### src/include/ttto_defs.svh
// Offsets, field positions, reset values and timing figures of the thermal throttle block.
`ifndef TTTO_DEFS_SVH
`define TTTO_DEFS_SVH
`define TTTO_OFF_CFG7      8'h11
`define TTTO_OFF_CFG6      8'h10
`define TTTO_OFF_ISTAT2    8'h42
`define TTTO_OFF_CRIT_R1   8'h6a
`define TTTO_OFF_CRIT_LOC  8'h6b
`define TTTO_OFF_CRIT_R2   8'h6c
`define TTTO_OFF_IMASK1    8'h74
`define TTTO_OFF_IMASK2    8'h75
`define TTTO_OFF_CFG3      8'h78
`define TTTO_OFF_TIMER     8'h79
`define TTTO_OFF_LIMIT     8'h7a
`define TTTO_OFF_CFG5      8'h7c
`define TTTO_OFF_CFG4      8'h7d
`define TTTO_OFF_TEMPS     8'h80
`define TTTO_OFF_FANCTL    8'h81
`define TTTO_OFF_STATUS    8'h82
`define TTTO_BIT_TMR_EN    1
`define TTTO_BIT_FULL_SPEED_ON_THROTTLE_BIT     2
`define TTTO_BIT_NOFAN     2
`define TTTO_BIT_USEMAX    3
`define TTTO_BIT_MANTHR    3
`define TTTO_BIT_NOHYST    0
`define TTTO_BIT_TMR_FLAG  5
`define TTTO_BIT_MASK1     0
`define TTTO_BIT_MASK2     5
`define TTTO_CFG5_EN_LSB   5
`define TTTO_PINF_THROT    2'h1
`define TTTO_CRIT_RESET    8'h64
`define TTTO_OFF64_FLOOR   8'h00
`define TTTO_TWOS_FLOOR    8'h80
`define TTTO_TICK_US       22760
`define TTTO_CLK_MHZ       100
`define TTTO_TICK_CYC      (`TTTO_TICK_US * `TTTO_CLK_MHZ / 1000 * 1000)
`define TTTO_CYCLE_DEF     1000000
`endif

### src/include/ttto_pkg.sv
// Types shared by the thermal throttle block.
package ttto_pkg;
    typedef enum logic [2:0] {
        TTTO_IDLE  = 3'b001,
        TTTO_WAIT  = 3'b010,
        TTTO_DONE  = 3'b100
    } ttto_bus_st_t;
endpackage : ttto_pkg

### src/rtl/ttto_top.sv
// Thermal throttle pin block: input timer with limit alert, fan override, and critical-limit output.
// Notes on behaviour
// - Limit zero raises the alert at the first throttle input assertion.
// - Limit one alerts past 45.52 ms accumulated; each step scales the threshold.
// - Config 3 bit 1 enables timer monitoring; clear after reset.
// - Config 4 pin-function field selects the pin; throttle needs timer enable.
// - Full_speed_on_throttle_bit bit drives running fans at full duty while the pin is asserted.
// - Fans not already running are not raised to full speed.
// - Mask 2 bit 5 suppresses the alert when the pin function is throttle; mask 1 bit 0 does otherwise.
// - Output pulls pin low when a temperature exceeds its critical limit.
// - Output stays low until a later measurement is at or below the limit.
// - Three critical limits: remote one, local, remote two, consecutive addresses.
// - Config 5 bits 7:5 enable output for remote two, local, remote one.
// - Critical limit at the format floor disables that channel's output.
// - Config 7 bit 0 disables output hysteresis.
// - Throttle-disable bit blocks the pin only while hysteresis is enabled.
// - In manual mode throttle reaches fans only with config 6 bit 3 set.
// - Config 4 bit 3 chooses full duty or programmed maximum duty.
// - Config 4 bit 2 stops throttle events changing fan drive.
// - Fan drive offers several low PWM frequencies and one high one.
// - Timer accumulates across assertions, clears on read, saturates at full scale.
// - Bit 0 sets on first assertion; later 22.76 ms per count.
// - Timer above limit sets status bit 5 and raises alert unless masked.
`include "ttto_defs.svh"
module ttto_top import ttto_pkg::*; #(
    parameter int unsigned TICK_CYC  = `TTTO_TICK_CYC,
    parameter int unsigned CYCLE_CYC = `TTTO_CYCLE_DEF
) (
    input  wire logic        clk_sys,
    input  wire logic        reset_n,
    input  wire logic [7:0]  avs_address,
    input  wire logic        avs_read,
    input  wire logic        avs_write,
    input  wire logic [31:0] avs_writedata,
    output logic [31:0]      avs_readdata,
    output logic             avs_waitrequest,
    input  wire logic        thermal_throttle_pin_in,
    output logic             thermal_throttle_pin_out,
    output logic             thermal_throttle_pin_oe,
    input  wire logic        fourth_speed_input_in,
    input  wire logic [7:0]  temp_remote1,
    input  wire logic [7:0]  temp_local,
    input  wire logic [7:0]  temp_remote2,
    input  wire logic [2:0]  fan_running,
    input  wire logic        manual_mode,
    output logic             smbus_alert_n,
    output logic [2:0]       fan_force_full,
    output logic [2:0]       fan_force_max,
    output logic [1:0]       pwm_freq_sel,
    output logic             pwm_high_freq
);
    typedef struct packed {
        ttto_bus_st_t bus;
        logic [31:0]  rdata;
        logic [7:0]   cfg3;
        logic [7:0]   cfg4;
        logic [7:0]   cfg5;
        logic [7:0]   cfg6;
        logic [7:0]   cfg7;
        logic [7:0]   mask1;
        logic [7:0]   mask2;
        logic [7:0]   istat2;
        logic [7:0]   limit;
        logic [7:0]   timer;
        logic [7:0]   crit_r1;
        logic [7:0]   crit_loc;
        logic [7:0]   crit_r2;
        logic [7:0]   fanctl;
        logic         twos;
        logic [31:0]  tick_cnt;
        logic [31:0]  cyc_cnt;
        logic         sample;
        logic         was_asserted;
        logic [2:0]   full_speed_on_throttle_bit_lock;
        logic         alert_n;
        logic         pin_oe;
        logic [2:0]   force_full;
        logic [2:0]   force_max;
        logic         step1;
        logic         waitreq;
    } ttto_state_t;

    ttto_state_t st_r;
    ttto_state_t st_nxt;
    logic [2:0]  trip;
    logic        throt_sel;
    logic        in_on;
    logic        in_assert;
    logic        fan_ok;
    logic        over;
    logic        hit;

    // Per-channel critical comparators: bit 0 remote one, bit 1 local, bit 2 remote two.
    ttto_chan u_ch_r1 (
        .clk_sys  (clk_sys),
        .reset_n  (reset_n),
        .sample   (st_r.sample),
        .temp     (temp_remote1),
        .crit     (st_r.crit_r1),
        .enable   (st_r.cfg5[`TTTO_CFG5_EN_LSB]),
        .twos_fmt (st_r.twos),
        .no_hyst  (st_r.cfg7[`TTTO_BIT_NOHYST]),
        .trip     (trip[0])
    );
    ttto_chan u_ch_loc (
        .clk_sys  (clk_sys),
        .reset_n  (reset_n),
        .sample   (st_r.sample),
        .temp     (temp_local),
        .crit     (st_r.crit_loc),
        .enable   (st_r.cfg5[`TTTO_CFG5_EN_LSB + 1]),
        .twos_fmt (st_r.twos),
        .no_hyst  (st_r.cfg7[`TTTO_BIT_NOHYST]),
        .trip     (trip[1])
    );
    ttto_chan u_ch_r2 (
        .clk_sys  (clk_sys),
        .reset_n  (reset_n),
        .sample   (st_r.sample),
        .temp     (temp_remote2),
        .crit     (st_r.crit_r2),
        .enable   (st_r.cfg5[`TTTO_CFG5_EN_LSB + 2]),
        .twos_fmt (st_r.twos),
        .no_hyst  (st_r.cfg7[`TTTO_BIT_NOHYST]),
        .trip     (trip[2])
    );

    // Selects the throttle input source and decides whether the alert and fan paths are live.
    always_comb begin
        throt_sel = (st_r.cfg4[1:0] == `TTTO_PINF_THROT);
        in_on     = st_r.cfg3[`TTTO_BIT_TMR_EN];
        in_assert = in_on && (!thermal_throttle_pin_in || (throt_sel && !fourth_speed_input_in));
        fan_ok    = !st_r.cfg4[`TTTO_BIT_NOFAN] && (!manual_mode || st_r.cfg6[`TTTO_BIT_MANTHR]);
        over      = (st_r.timer > st_r.limit);
        hit       = (st_r.limit == 8'h00) && in_assert;
    end

    // Next-state logic for bus, timer, flags and outputs.
    always_comb begin
        st_nxt = st_r;
        st_nxt.sample = 1'b0;
        // Monitoring cycle strobe for the channel comparators.
        if (st_r.cyc_cnt >= CYCLE_CYC - 1) begin
            st_nxt.cyc_cnt = '0;
            st_nxt.sample  = 1'b1;
        end else begin
            st_nxt.cyc_cnt = st_r.cyc_cnt + 32'h0000_0001;
        end
        // Timer accumulates assertion time and saturates at full scale.
        if (in_assert) begin
            if (!st_r.was_asserted && st_r.timer == 8'h00) begin
                st_nxt.timer = 8'h01;
            end
            if (st_r.tick_cnt >= TICK_CYC - 1) begin
                st_nxt.tick_cnt = '0;
                st_nxt.step1    = 1'b1;
                if (st_r.step1 && st_r.timer != 8'hff) begin
                    st_nxt.timer = st_r.timer + 8'h01;
                end
            end else begin
                st_nxt.tick_cnt = st_r.tick_cnt + 32'h0000_0001;
            end
        end
        st_nxt.was_asserted = in_assert;
        // Avalon slave: one wait cycle, answer in the next.
        case (st_r.bus)
            TTTO_IDLE: begin
                if (avs_read || avs_write) begin
                    st_nxt.bus = TTTO_WAIT;
                end
                // Read data is taken early so that it stands at the answer edge.
                if (avs_read) begin
                    st_nxt.rdata = '0;
                    if (avs_address == `TTTO_OFF_CFG3) begin
                        st_nxt.rdata = {24'h0, st_r.cfg3};
                    end else if (avs_address == `TTTO_OFF_CFG4) begin
                        st_nxt.rdata = {24'h0, st_r.cfg4};
                    end else if (avs_address == `TTTO_OFF_CFG5) begin
                        st_nxt.rdata = {24'h0, st_r.cfg5};
                    end else if (avs_address == `TTTO_OFF_CFG6) begin
                        st_nxt.rdata = {24'h0, st_r.cfg6};
                    end else if (avs_address == `TTTO_OFF_CFG7) begin
                        st_nxt.rdata = {24'h0, st_r.cfg7};
                    end else if (avs_address == `TTTO_OFF_IMASK1) begin
                        st_nxt.rdata = {24'h0, st_r.mask1};
                    end else if (avs_address == `TTTO_OFF_IMASK2) begin
                        st_nxt.rdata = {24'h0, st_r.mask2};
                    end else if (avs_address == `TTTO_OFF_LIMIT) begin
                        st_nxt.rdata = {24'h0, st_r.limit};
                    end else if (avs_address == `TTTO_OFF_CRIT_R1) begin
                        st_nxt.rdata = {24'h0, st_r.crit_r1};
                    end else if (avs_address == `TTTO_OFF_CRIT_LOC) begin
                        st_nxt.rdata = {24'h0, st_r.crit_loc};
                    end else if (avs_address == `TTTO_OFF_CRIT_R2) begin
                        st_nxt.rdata = {24'h0, st_r.crit_r2};
                    end else if (avs_address == `TTTO_OFF_TEMPS) begin
                        st_nxt.rdata = {31'h0, st_r.twos};
                    end else if (avs_address == `TTTO_OFF_FANCTL) begin
                        st_nxt.rdata = {24'h0, st_r.fanctl};
                    end else if (avs_address == `TTTO_OFF_STATUS) begin
                        st_nxt.rdata = {24'h0, st_r.pin_oe, trip, st_r.force_full, in_assert};
                    end else if (avs_address == `TTTO_OFF_ISTAT2) begin
                        st_nxt.rdata = {24'h0, st_r.istat2};
                    end else if (avs_address == `TTTO_OFF_TIMER) begin
                        st_nxt.rdata = {24'h0, st_r.timer};
                    end
                end
            end
            TTTO_WAIT: begin
                st_nxt.bus = TTTO_DONE;
                if (avs_write) begin
                    if (avs_address == `TTTO_OFF_CFG3) begin
                        st_nxt.cfg3 = avs_writedata[7:0];
                    end else if (avs_address == `TTTO_OFF_CFG4) begin
                        st_nxt.cfg4 = avs_writedata[7:0];
                    end else if (avs_address == `TTTO_OFF_CFG5) begin
                        st_nxt.cfg5 = avs_writedata[7:0];
                    end else if (avs_address == `TTTO_OFF_CFG6) begin
                        st_nxt.cfg6 = avs_writedata[7:0];
                    end else if (avs_address == `TTTO_OFF_CFG7) begin
                        st_nxt.cfg7 = avs_writedata[7:0];
                    end else if (avs_address == `TTTO_OFF_IMASK1) begin
                        st_nxt.mask1 = avs_writedata[7:0];
                    end else if (avs_address == `TTTO_OFF_IMASK2) begin
                        st_nxt.mask2 = avs_writedata[7:0];
                    end else if (avs_address == `TTTO_OFF_LIMIT) begin
                        st_nxt.limit = avs_writedata[7:0];
                    end else if (avs_address == `TTTO_OFF_CRIT_R1) begin
                        st_nxt.crit_r1 = avs_writedata[7:0];
                    end else if (avs_address == `TTTO_OFF_CRIT_LOC) begin
                        st_nxt.crit_loc = avs_writedata[7:0];
                    end else if (avs_address == `TTTO_OFF_CRIT_R2) begin
                        st_nxt.crit_r2 = avs_writedata[7:0];
                    end else if (avs_address == `TTTO_OFF_TEMPS) begin
                        st_nxt.twos = avs_writedata[0];
                    end else if (avs_address == `TTTO_OFF_FANCTL) begin
                        st_nxt.fanctl = avs_writedata[7:0];
                    end else if (avs_address == `TTTO_OFF_ISTAT2) begin
                        st_nxt.istat2 = st_r.istat2 & ~avs_writedata[7:0];
                    end
                end else if (avs_address == `TTTO_OFF_TIMER) begin
                    st_nxt.tick_cnt = '0;
                    st_nxt.step1    = 1'b0;
                    st_nxt.timer    = in_assert ? 8'h01 : 8'h00;
                end
            end
            TTTO_DONE: begin
                st_nxt.bus = TTTO_IDLE;
            end
            default: begin
                st_nxt.bus = TTTO_IDLE;
            end
        endcase
        st_nxt.waitreq = (st_nxt.bus != TTTO_WAIT);
        // Status flag: hardware set wins over a software clear in the same cycle.
        if (over || hit) begin
            st_nxt.istat2[`TTTO_BIT_TMR_FLAG] = 1'b1;
        end
        st_nxt.alert_n = !(st_r.istat2[`TTTO_BIT_TMR_FLAG]
                           && !(throt_sel ? st_r.mask2[`TTTO_BIT_MASK2] : st_r.mask1[`TTTO_BIT_MASK1]));
        // Fan override only for fans that were running when the assertion began.
        if (!in_assert) begin
            st_nxt.full_speed_on_throttle_bit_lock = '0;
        end else if (!st_r.was_asserted) begin
            st_nxt.full_speed_on_throttle_bit_lock = fan_running;
        end
        if (in_assert && st_r.cfg3[`TTTO_BIT_FULL_SPEED_ON_THROTTLE_BIT] && fan_ok) begin
            st_nxt.force_full = st_r.cfg4[`TTTO_BIT_USEMAX] ? 3'h0 : st_nxt.full_speed_on_throttle_bit_lock;
            st_nxt.force_max  = st_r.cfg4[`TTTO_BIT_USEMAX] ? st_nxt.full_speed_on_throttle_bit_lock : 3'h0;
        end else begin
            st_nxt.force_full = 3'h0;
            st_nxt.force_max  = 3'h0;
        end
        // Pin drive: throttle-disable bit only blocks while hysteresis is on.
        st_nxt.pin_oe = (|trip) && in_on
                        && !(st_r.cfg4[`TTTO_BIT_NOFAN] && !st_r.cfg7[`TTTO_BIT_NOHYST]);
    end

    // State register.
    always_ff @(posedge clk_sys or negedge reset_n) begin
        if (!reset_n) begin
            st_r          <= '0;
            st_r.bus      <= TTTO_IDLE;
            st_r.alert_n  <= 1'b1;
            st_r.waitreq  <= 1'b1;
            st_r.crit_r1  <= `TTTO_CRIT_RESET;
            st_r.crit_loc <= `TTTO_CRIT_RESET;
            st_r.crit_r2  <= `TTTO_CRIT_RESET;
        end else begin
            st_r <= st_nxt;
        end
    end

    // Outputs straight from flip-flops; the pin data output is tied low.
    assign avs_readdata             = st_r.rdata;
    assign avs_waitrequest          = st_r.waitreq;
    assign thermal_throttle_pin_out = 1'b0;
    assign thermal_throttle_pin_oe  = st_r.pin_oe;
    assign smbus_alert_n            = st_r.alert_n;
    assign fan_force_full           = st_r.force_full;
    assign fan_force_max            = st_r.force_max;
    assign pwm_freq_sel             = st_r.fanctl[1:0];
    assign pwm_high_freq            = st_r.fanctl[2];
endmodule : ttto_top

### src/rtl/ttto_chan.sv
// One temperature channel's over-limit comparator and throttle request with hysteresis.
`include "ttto_defs.svh"
module ttto_chan import ttto_pkg::*; (
    input  wire logic       clk_sys,
    input  wire logic       reset_n,
    input  wire logic       sample,
    input  wire logic [7:0] temp,
    input  wire logic [7:0] crit,
    input  wire logic       enable,
    input  wire logic       twos_fmt,
    input  wire logic       no_hyst,
    output logic            trip
);
    typedef struct packed {
        logic trip;
    } ttto_chan_st_t;
    ttto_chan_st_t st_r;
    ttto_chan_st_t st_nxt;
    logic signed [9:0] t_v;
    logic signed [9:0] c_v;
    logic              dis;

    // Compare in a common signed range; quarter-degree excess is any value above limit.
    always_comb begin
        st_nxt = st_r;
        t_v = twos_fmt ? {{2{temp[7]}}, temp} : {2'b00, temp};
        c_v = twos_fmt ? {{2{crit[7]}}, crit} : {2'b00, crit};
        dis = twos_fmt ? (crit == `TTTO_TWOS_FLOOR) : (crit == `TTTO_OFF64_FLOOR);
        if (!enable || dis) begin
            st_nxt.trip = 1'b0;
        end else if (sample) begin
            if (t_v > c_v) begin
                st_nxt.trip = 1'b1;
            end else if (no_hyst || t_v <= c_v) begin
                st_nxt.trip = 1'b0;
            end
        end
    end

    // Trip changes on a new measurement, or clears at once when disabled, so it holds one full cycle unless disabled.
    always_ff @(posedge clk_sys or negedge reset_n) begin
        if (!reset_n) begin
            st_r <= '0;
        end else begin
            st_r <= st_nxt;
        end
    end
    assign trip = st_r.trip;
endmodule : ttto_chan

### config.mk
export PLATFORM = sky130hd
export DESIGN_NAME = ttto_top
export DESIGN_NICKNAME = d
export VERILOG_FILES = /design/src/include/ttto_pkg.sv /design/src/rtl/ttto_top.sv /design/src/rtl/ttto_chan.sv
export VERILOG_INCLUDE_DIRS = /design/src /design/src/include
export SDC_FILE = /design/constraint.sdc
export NUM_CORES = 1
export LEC_CHECK = 0
export BUFFER_PORTS_ARGS = -buffer_cell sky130_fd_sc_hd__buf_2
export CORE_MARGIN = 2
export CORE_UTILIZATION = 47
export CTS_BUF_LIST = sky130_fd_sc_hd__clkbuf_4 sky130_fd_sc_hd__clkbuf_8
export DETAILED_ROUTE_END_ITERATION = 8
export PLACE_DENSITY = 0.64
export SYNTH_ARGS = -nofsm -noshare
export SYNTH_HDL_FRONTEND = slang
export SYNTH_SLANG_ARGS = --single-unit
### constraint.sdc
create_clock -name clk_sys -period 4.5 [get_ports clk_sys]
set_input_delay 0.9 -clock clk_sys [delete_from_list [all_inputs] [get_ports clk_sys]]
set_output_delay 0.9 -clock clk_sys [all_outputs]
set_load 0.01 [all_outputs]
* Yosys cells after proc, flatten, opt, wreduce, memory -nomap -nowiden
Cells that the tools add are included.
Operators by class: reductions and logical operators 68, shift-type cells 0, muxes and demuxes 99, bitwise gates (word level) 15, multiply operators 0, equal/unequal tests 37, add/subtract/negate cells 3, divide/modulo/power cells 0, $lt $le $gt $ge 9
Operators with widths (count):
- $mux W32 | 19
- $mux W33 | 9
- $mux W14 | 8
- $mux W8 | 14
- $eq A8 B7 Y1 const B | 11
- $mux W87 | 1
- $add A32 B1 Y32 const B | 2
- $mux W10 | 6
- $eq A8 B8 Y1 const B | 6
- $mux W6 | 8
- $logic_not A8 Y1 | 5
- $ge A32 B20 Y1 const B | 1
- $ge A32 B22 Y1 const B | 1
- $reduce_and A16 Y1 | 2
- $gt A10 B10 Y1 | 3
- $le A10 B10 Y1 | 3
- $ne A2 B1 Y1 const B | 13
- $mux W1 | 25
- $mux W25 | 1
- $mux W17 | 1
- $eq A8 B5 Y1 const B | 2
- $mux W3 | 5
- $reduce_and A15 Y1 | 1
- $reduce_and A14 Y1 | 1
- other kinds (30) | 83
Storage, ports and cells: output and inout port bits 45, memory bits (writable) 0, ROM bits 0, memories 0, bits in registers 230, word-level logic and storage cells 263, latch bits 0

* Depth between registers and ports, before layout
Gate-level depths: netlist of run 1.
depth in word-level cells 19, depth in mapped cells 10

* Hierarchy
From an unflattened synthesis of run 1, not the netlist that was laid out.
Second synthesis, totals: cells, all modules 1148, area, all modules 11551.1 um^2
By module, submodules not included:
- ttto_top | cells each 1016, seq. area each 5094.9 um^2, area an instance 10552.6 um^2, times used 1
- ttto_chan | cells each 44, seq. area each 25.0 um^2, area an instance 332.8 um^2, times used 3

* Worst setup path before layout of run 1
OpenSTA, ideal clock, no wires.
kind input port to flip-flop, start input port fourth_speed_input_in, end register st_r[56] (netlist name), stages on the path 7, data arrival time 2639 ps, path buffers 1, data required time 4380 ps, library setup time 120 ps, setup slack 1741 ps, path through or3b_1 -> a21o_1 -> buf_6 -> or4_4 -> or3_1 -> xor2_1 -> nor2_2
RTL lines:
- start: declaration | line ttto_top.sv:40 | input wire logic fourth_speed_input_in,
- end signal: assignment | line ttto_top.sv:290 | st_r <= st_nxt;
- end: declaration | line ttto_top.sv:83 | ttto_state_t st_r;

* Worst setup path in the final report of run 1
start input port avs_address[0], end register st_r[155] (netlist name)
Between the ends: cells in the longest elaborated chain, start to end 3, elaborated cells between the ends (all ways) 10, those cells by class eq/ne (5); bitwise (4); reduce/logical (1)
Ends and longest elaborated chain:
- start: declaration | line ttto_top.sv:31 | input wire logic [7:0] avs_address,
- $eq A8 B5 Y1 (no source line) / $eq A8 B7 Y1 (equally long branches)
- $not A1 Y1 (no source line)
- $reduce_and A7 Y1 (no source line) *
Every way passes the cells marked *; elsewhere a longest branch is shown, timed or not. A chain may end at the register's enable or synchronous reset.

==> results of run 1 <==
-- where the power goes --
group | internal (uW) | switching [uW] | leakage [uW]
registers | 1940 | 58.5 | 0.00274
logic | 187 | 336 | 0.00268
clock network | 1070 | 794 | 0.000442
total | 3200 | 1190 | 0.00586
-- worst max-delay path, cell delays in order --
cell,delay (ps)
buf_2,550
nor4b_4,690
nand2_1,300
nor4_4,630
mux2_2,410
-- kinds of logic (layout without fill, tap and decap cells) --
logic type,Yosys count,count (layout),share of synthesized area (%)
buf+inv,140,199,6.17
fa+ha+maj,39,39,4.24
compound gates,213,213,12.4
simple gates,398,398,18.9
mux,101,101,9.79
xor+xnor,48,48,3.65
other cells,1,37,0.0326
flops,206,206,44.9
-- synthesized netlist by cell type (4+ instances only) --
cell type	n
a2111oi_0	4
a211oi_1	7
a21boi_0	9
a21o_1	5
a21oi_1	44
a221o_1	7
a221oi_1	4
a22oi_1	8
a31oi_1	9
and2_1	8
and3_1	15
and4_1	5
buf_1	5
buf_2	13
buf_4	43
clkbuf_1	27
dfrtp_1	194
dfstp_2	12
ha_1	39
inv_1	50
mux2_2	93
mux2i_1	8
nand2_1	74
nand2b_1	5
nand3_1	31
nand4_1	25
nor2_1	123
nor2b_1	17
nor3_1	19
nor4_1	14
nor4b_1	7
nor4bb_1	8
o2111ai_1	6
o211ai_1	8
o21a_1	5
o21ai_0	44
o21ai_1	5
o221ai_1	6
o22ai_1	13
or2_2	4
or3_1	6
xnor2_1	25
xor2_1	23
-- flip-flops by register name (all words and copies together) (netlist names) --
name                     cells
smbus_alert_n                1
pwm_freq_sel                 2
avs_readdata                 8
pwm_high_freq                1
avs_waitrequest              1
st_r                       182
u_ch_loc.trip                1
fan_force_full               3
u_ch_r1.trip                 1
in_on                        1
u_ch_r2.trip                 1
fan_force_max                3
thermal_throttle_pin_oe      1
-- metrics by stage --
step	utilization, %	hold WS (ps)	cell area, sq um	setup slack [ps]
final	52.9	448	12800	1410
after global placement	49.6	473	12000	1030
after CTS	52.9	492	12800	1510
after detailed placement	49.6	486	12000	955
after global routing	52.9	508	12800	1340
after floorplan	-	388	11700	1740
-- area by class of cell --
type                    count  area (sq um)  area share, %
well taps                 324           405           3.17
repair buffers             79           442           3.45
clock buffers              58           754           5.90
clock inverters            11          55.1          0.430
multi-input cells         836          5770           45.1
inverters                  51           191           1.50
flip-flops and latches    206          5170           40.4
-- routing by layer --
metal  GRT usage, %  vias to the layer above  routed length (um)  share of wire [%]
li1               -                     4197                   -                  -
met1           35.0                     4480               13800                 45
met2           36.8                      353               13700                 45
met3           4.83                       66                2180                7.1
met4           8.93                        0                 970                3.2
met5              0                        -                   0                  0
-- worst max path at each step --
| stage | start | to | slack [ps] | cells after the start |
|---|---|---|---|---|
| finish | avs_address[0] | st_r[155] | 1410 | 5 |
| floorplan | fourth_speed_input_in | st_r[56] | 1740 | 7 |
| global route | avs_address[0] | st_r[92] | 1340 | 7 |
| CTS | avs_address[0] | st_r[156] | 1510 | 5 |
| detailed placement | avs_address[0] | st_r[159] | 960 | 5 |
| global placement | avs_address[0] | st_r[153] | 1030 | 5 |
==> results_dict.tcl, run 1 <==
set metrics [dict create \
    synth_ff_type "dfrtp_1" \
    synth.largest_area_cell "dfrtp_1" \
    drv_cap 0 \
    nNetsFinal 1325 \
    async_reset_ff_share_pct 100 \
    crit_arrival_ps 3500 \
    max_freq_mhz 323 \
    portBuffers 69 \
    track_usage_pct 24.4 \
    drc 0 \
    die_h_um 161 \
    setup_viol_count_final 0 \
    ys_seq_elements 206 \
    path_class "in -> reg" \
    synth-edff-count 0 \
    ys_warn_count 0 \
    r2r_start "st_r[47]" \
    drive_above_1_share_pct 22.5 \
    end_kind "flip-flop" \
    final_cell_mix "dfrtp_1 (194), nor2_1 (123), mux2_2 (93), nand2_1 (74), buf_2 (68)" \
    layout_min_cycle_time_ps 3090 \
    syn_to_final_growth_pct 11.0 \
    wl_per_cell_um 19.6 \
    drtAntennaViolNets 0 \
    final_common_cell "dfrtp_1" \
    die_area_sq_mm 0.0258 \
    relSlewSlack_pct 40.8 \
    finalPower_uw 4390 \
    placementRows 57 \
    wirelength_um 30700 \
    period_share_pct 68.7 \
    antenna_cells 0 \
    grt_pass1_vias 8828 \
    ys_seq_area_share_pct 44.9 \
    clkTransAtPathRegs_ps 60 \
    vias 9096 \
    viasPerCell 5.81 \
    io_pins 119 \
    hold_viol 0 \
    htreeDepth 2 \
    required_ps 4910 \
    cts-root-buf "clkbuf_8" \
    avgSynthCellArea_sq_um 10.0 \
    syn_inst 1146 \
    overflow 0 \
    drt_first_pass_iters 5 \
    status "completed" \
    fp.dieW_um 161 \
    antenna_found_initial 0 \
    rrSetupSlack_ps 1670 \
    clkLatencyLatePin_ps 540 \
    synth_cell_types 86 \
    cts_buffers 38 \
    initial_utilization_pct 47.6 \
    hold_class "in -> async" \
    stdcell_count 1565 \
    dp.cells 1496 \
    clock_sinks 206 \
    rsz0062_at_grt "false" \
    cp_max_fo 39 \
    dp_hpwl_um 21800 \
    cp-start-kind "primary input" \
    cts_max_path_buffers 3 \
    cts_tree "yes" \
    core_sq_mm 0.0242 \
    gp_congestion 0.992 \
    final.fill_count 2196 \
    cts-resized-gates 0 \
    rr_endpoint "st_r[77]" \
    hold_buffers 0 \
    post_cts_buffers 0 \
    drt_iter0_markers 929 \
    maxSlewViolCount 0 \
    yosys-top-cells-area "dfrtp_1 (42%), mux2_2 (9.1%), ha_1 (4.2%)" \
    ir_drop_v 0.000155 \
    grt_first_pass_wirelength_um 49300 \
    yosys.area.top_type_share_pct 42.2 \
    tightestPinTransition_ps 889 \
    worst-r2r-cell-count 7 \
    p_per_area_mw_per_mm2 343 \
    fin_skew_ps 21.3 \
    tns_ps 0 \
    p_leak_uw 0.00586 \
    netlist_area_sq_mm 0.0115 \
    grt_max_degree 108 \
]
Power figures use the tool's default switching activity.
==> inputs of run 2 (changes only) <==
==> constraint.sdc (replaced) <==
create_clock -name clk_sys -period 2.9 [get_ports clk_sys]
set_input_delay 0.58 -clock clk_sys [delete_from_list [all_inputs] [get_ports clk_sys]]
set_output_delay 0.58 -clock clk_sys [all_outputs]
set_load 0.01 [all_outputs]
==> results_dict.tcl, run 2 (synthesis results as in run 1) <==
set metrics [dict create \
    status "completed" \
    maxSlewViolCount 0 \
    timing.final.ws_setup_ps 310 \
    rr_endpoint "st_r[29]" \
    drt_iter0_markers 802 \
    io_pins 119 \
    multi_input_area_sq_mm 0.00577 \
    setup_viol_count_final 0 \
    largest_reg_flops 182 \
    final_cell_mix "dfrtp_1 (194), nor2_1 (123), mux2_2 (93), nand2_1 (74)" \
    max_freq_mhz 386 \
    placementRows 57 \
    drive_above_1_share_pct 25.9 \
    dp.cells 1556 \
    hold_viol 0 \
    wl_per_cell_um 20.0 \
    drc 0 \
    post_cts_buffers 0 \
    end_kind "flip-flop" \
    tns_ps 0 \
    hold_class "in -> async" \
    track_usage_pct 25.8 \
    cts-root-buf "clkbuf_8" \
    portBuffers 69 \
    drv_cap 0 \
    tightestPinTransition_ps 755 \
    cts-resized-gates 0 \
    viasPerCell 5.75 \
    core_sq_mm 0.0242 \
    required_ps 3360 \
    drt_first_pass_iters 5 \
    antenna_cells 0 \
    rsz0062_at_grt "false" \
    rrSetupSlack_ps 310 \
    regArea_sq_mm 0.00517 \
    stdcell_count 1622 \
    hold_buffers 0 \
    antenna_found_initial 1 \
    die_area_sq_mm 0.0258 \
    cp-start-kind "flip-flop" \
    fp.dieW_um 161 \
    final.fill_count 2163 \
    syn_to_final_growth_pct 14.9 \
    crit_arrival_ps 3050 \
    dp_hpwl_um 23600 \
    layout_min_cycle_time_ps 2590 \
    clkTransAtPathRegs_ps 60 \
    cts_max_path_buffers 3 \
    regMostFlops "st_r" \
    period_share_pct 89.3 \
    drtAntennaViolNets 0 \
    ir_drop_v 0.000334 \
    finalPower_uw 6830 \
    cts_buffers 37 \
    pre_cts_ws_ps 112 \
    grt_pass1_vias 9250 \
    cts_tree "yes" \
    relSlewSlack_pct 49.3 \
    p_leak_uw 0.00614 \
    gp_congestion 0.967 \
    grt_first_pass_wirelength_um 51900 \
    cp_max_fo 11 \
    overflow 0 \
    path_class "reg -> reg" \
    clkLatencyLatePin_ps 540 \
    p_per_area_mw_per_mm2 516 \
    worst-r2r-cell-count 8 \
    initial_utilization_pct 47.6 \
    fin_skew_ps 20.4 \
    r2r_start "st_r[15]" \
    clock_sinks 206 \
    nNetsFinal 1384 \
    grt_max_degree 80 \
    die_h_um 161 \
    final_common_cell "dfrtp_1" \
    wirelength_um 32500 \
    htreeDepth 2 \
    vias 9327 \
]
## run 2: power by group
part	switching (uW)	leakage (uW)	internal [uW]
Combinational	529	0.00298	315
Sequential	92.9	0.00274	3010
Clock	1210	0.000430	1680
## run 2: worst max-delay path by stage
stage / startpoint / endpoint / slack [ps] / cells after the start
after floorplan: fourth_speed_input_in / st_r[56] / 460 / 7
after detailed placement: avs_address[0] / avs_readdata[1] / 110 / 7
after CTS: st_r[15] / st_r[29] / 290 / 8
final: st_r[15] / st_r[29] / 310 / 8
after global placement: avs_address[0] / avs_readdata[1] / 120 / 7
after global routing: st_r[15] / st_r[23] / 150 / 8
## run 2: worst max-delay path, stage by stage, from the launching register on
cell	delay, ps
dfrtp_1	400
ha_1	260
and4_1	260
a2111oi_0	580
o21ai_0	160
a21oi_1	190
o21ai_1	260
buf_4	290
nor2_1	110
## run 2: metrics by stage
step / hold WS (ps) / util (%) / instance area, sq um
final: 80.7 / 54.8 / 13200
after global routing: 122 / 54.8 / 13200
after CTS: 98.1 / 54.8 / 13200
after detailed placement: 475 / 51.5 / 12400
after global placement: 467 / 51.5 / 12400
after floorplan: 284 / - / 11700
## run 2: layer usage
| metal | wire length (um) | vias to the layer above | track usage [%] |
|---|---|---|---|
| met3 | 2090 | 79 | 5.09 |
| met1 | 15000 | 4621 | 37.2 |
| met2 | 14300 | 306 | 39.1 |
| met5 | 34 | - | 0.758 |
| li1 | - | 4317 | - |
| met4 | 991 | 4 | 8.48 |
## run 2: final cells by class
type / instances / share of cell area [%]
tap: 324 / 3.06
timing repair buffer: 139 / 6.83
clock buffer: 57 / 5.45
clock inverter: 9 / 0.558
inverter: 51 / 1.45
sequential: 206 / 39.1
multi-input combinational: 836 / 43.6
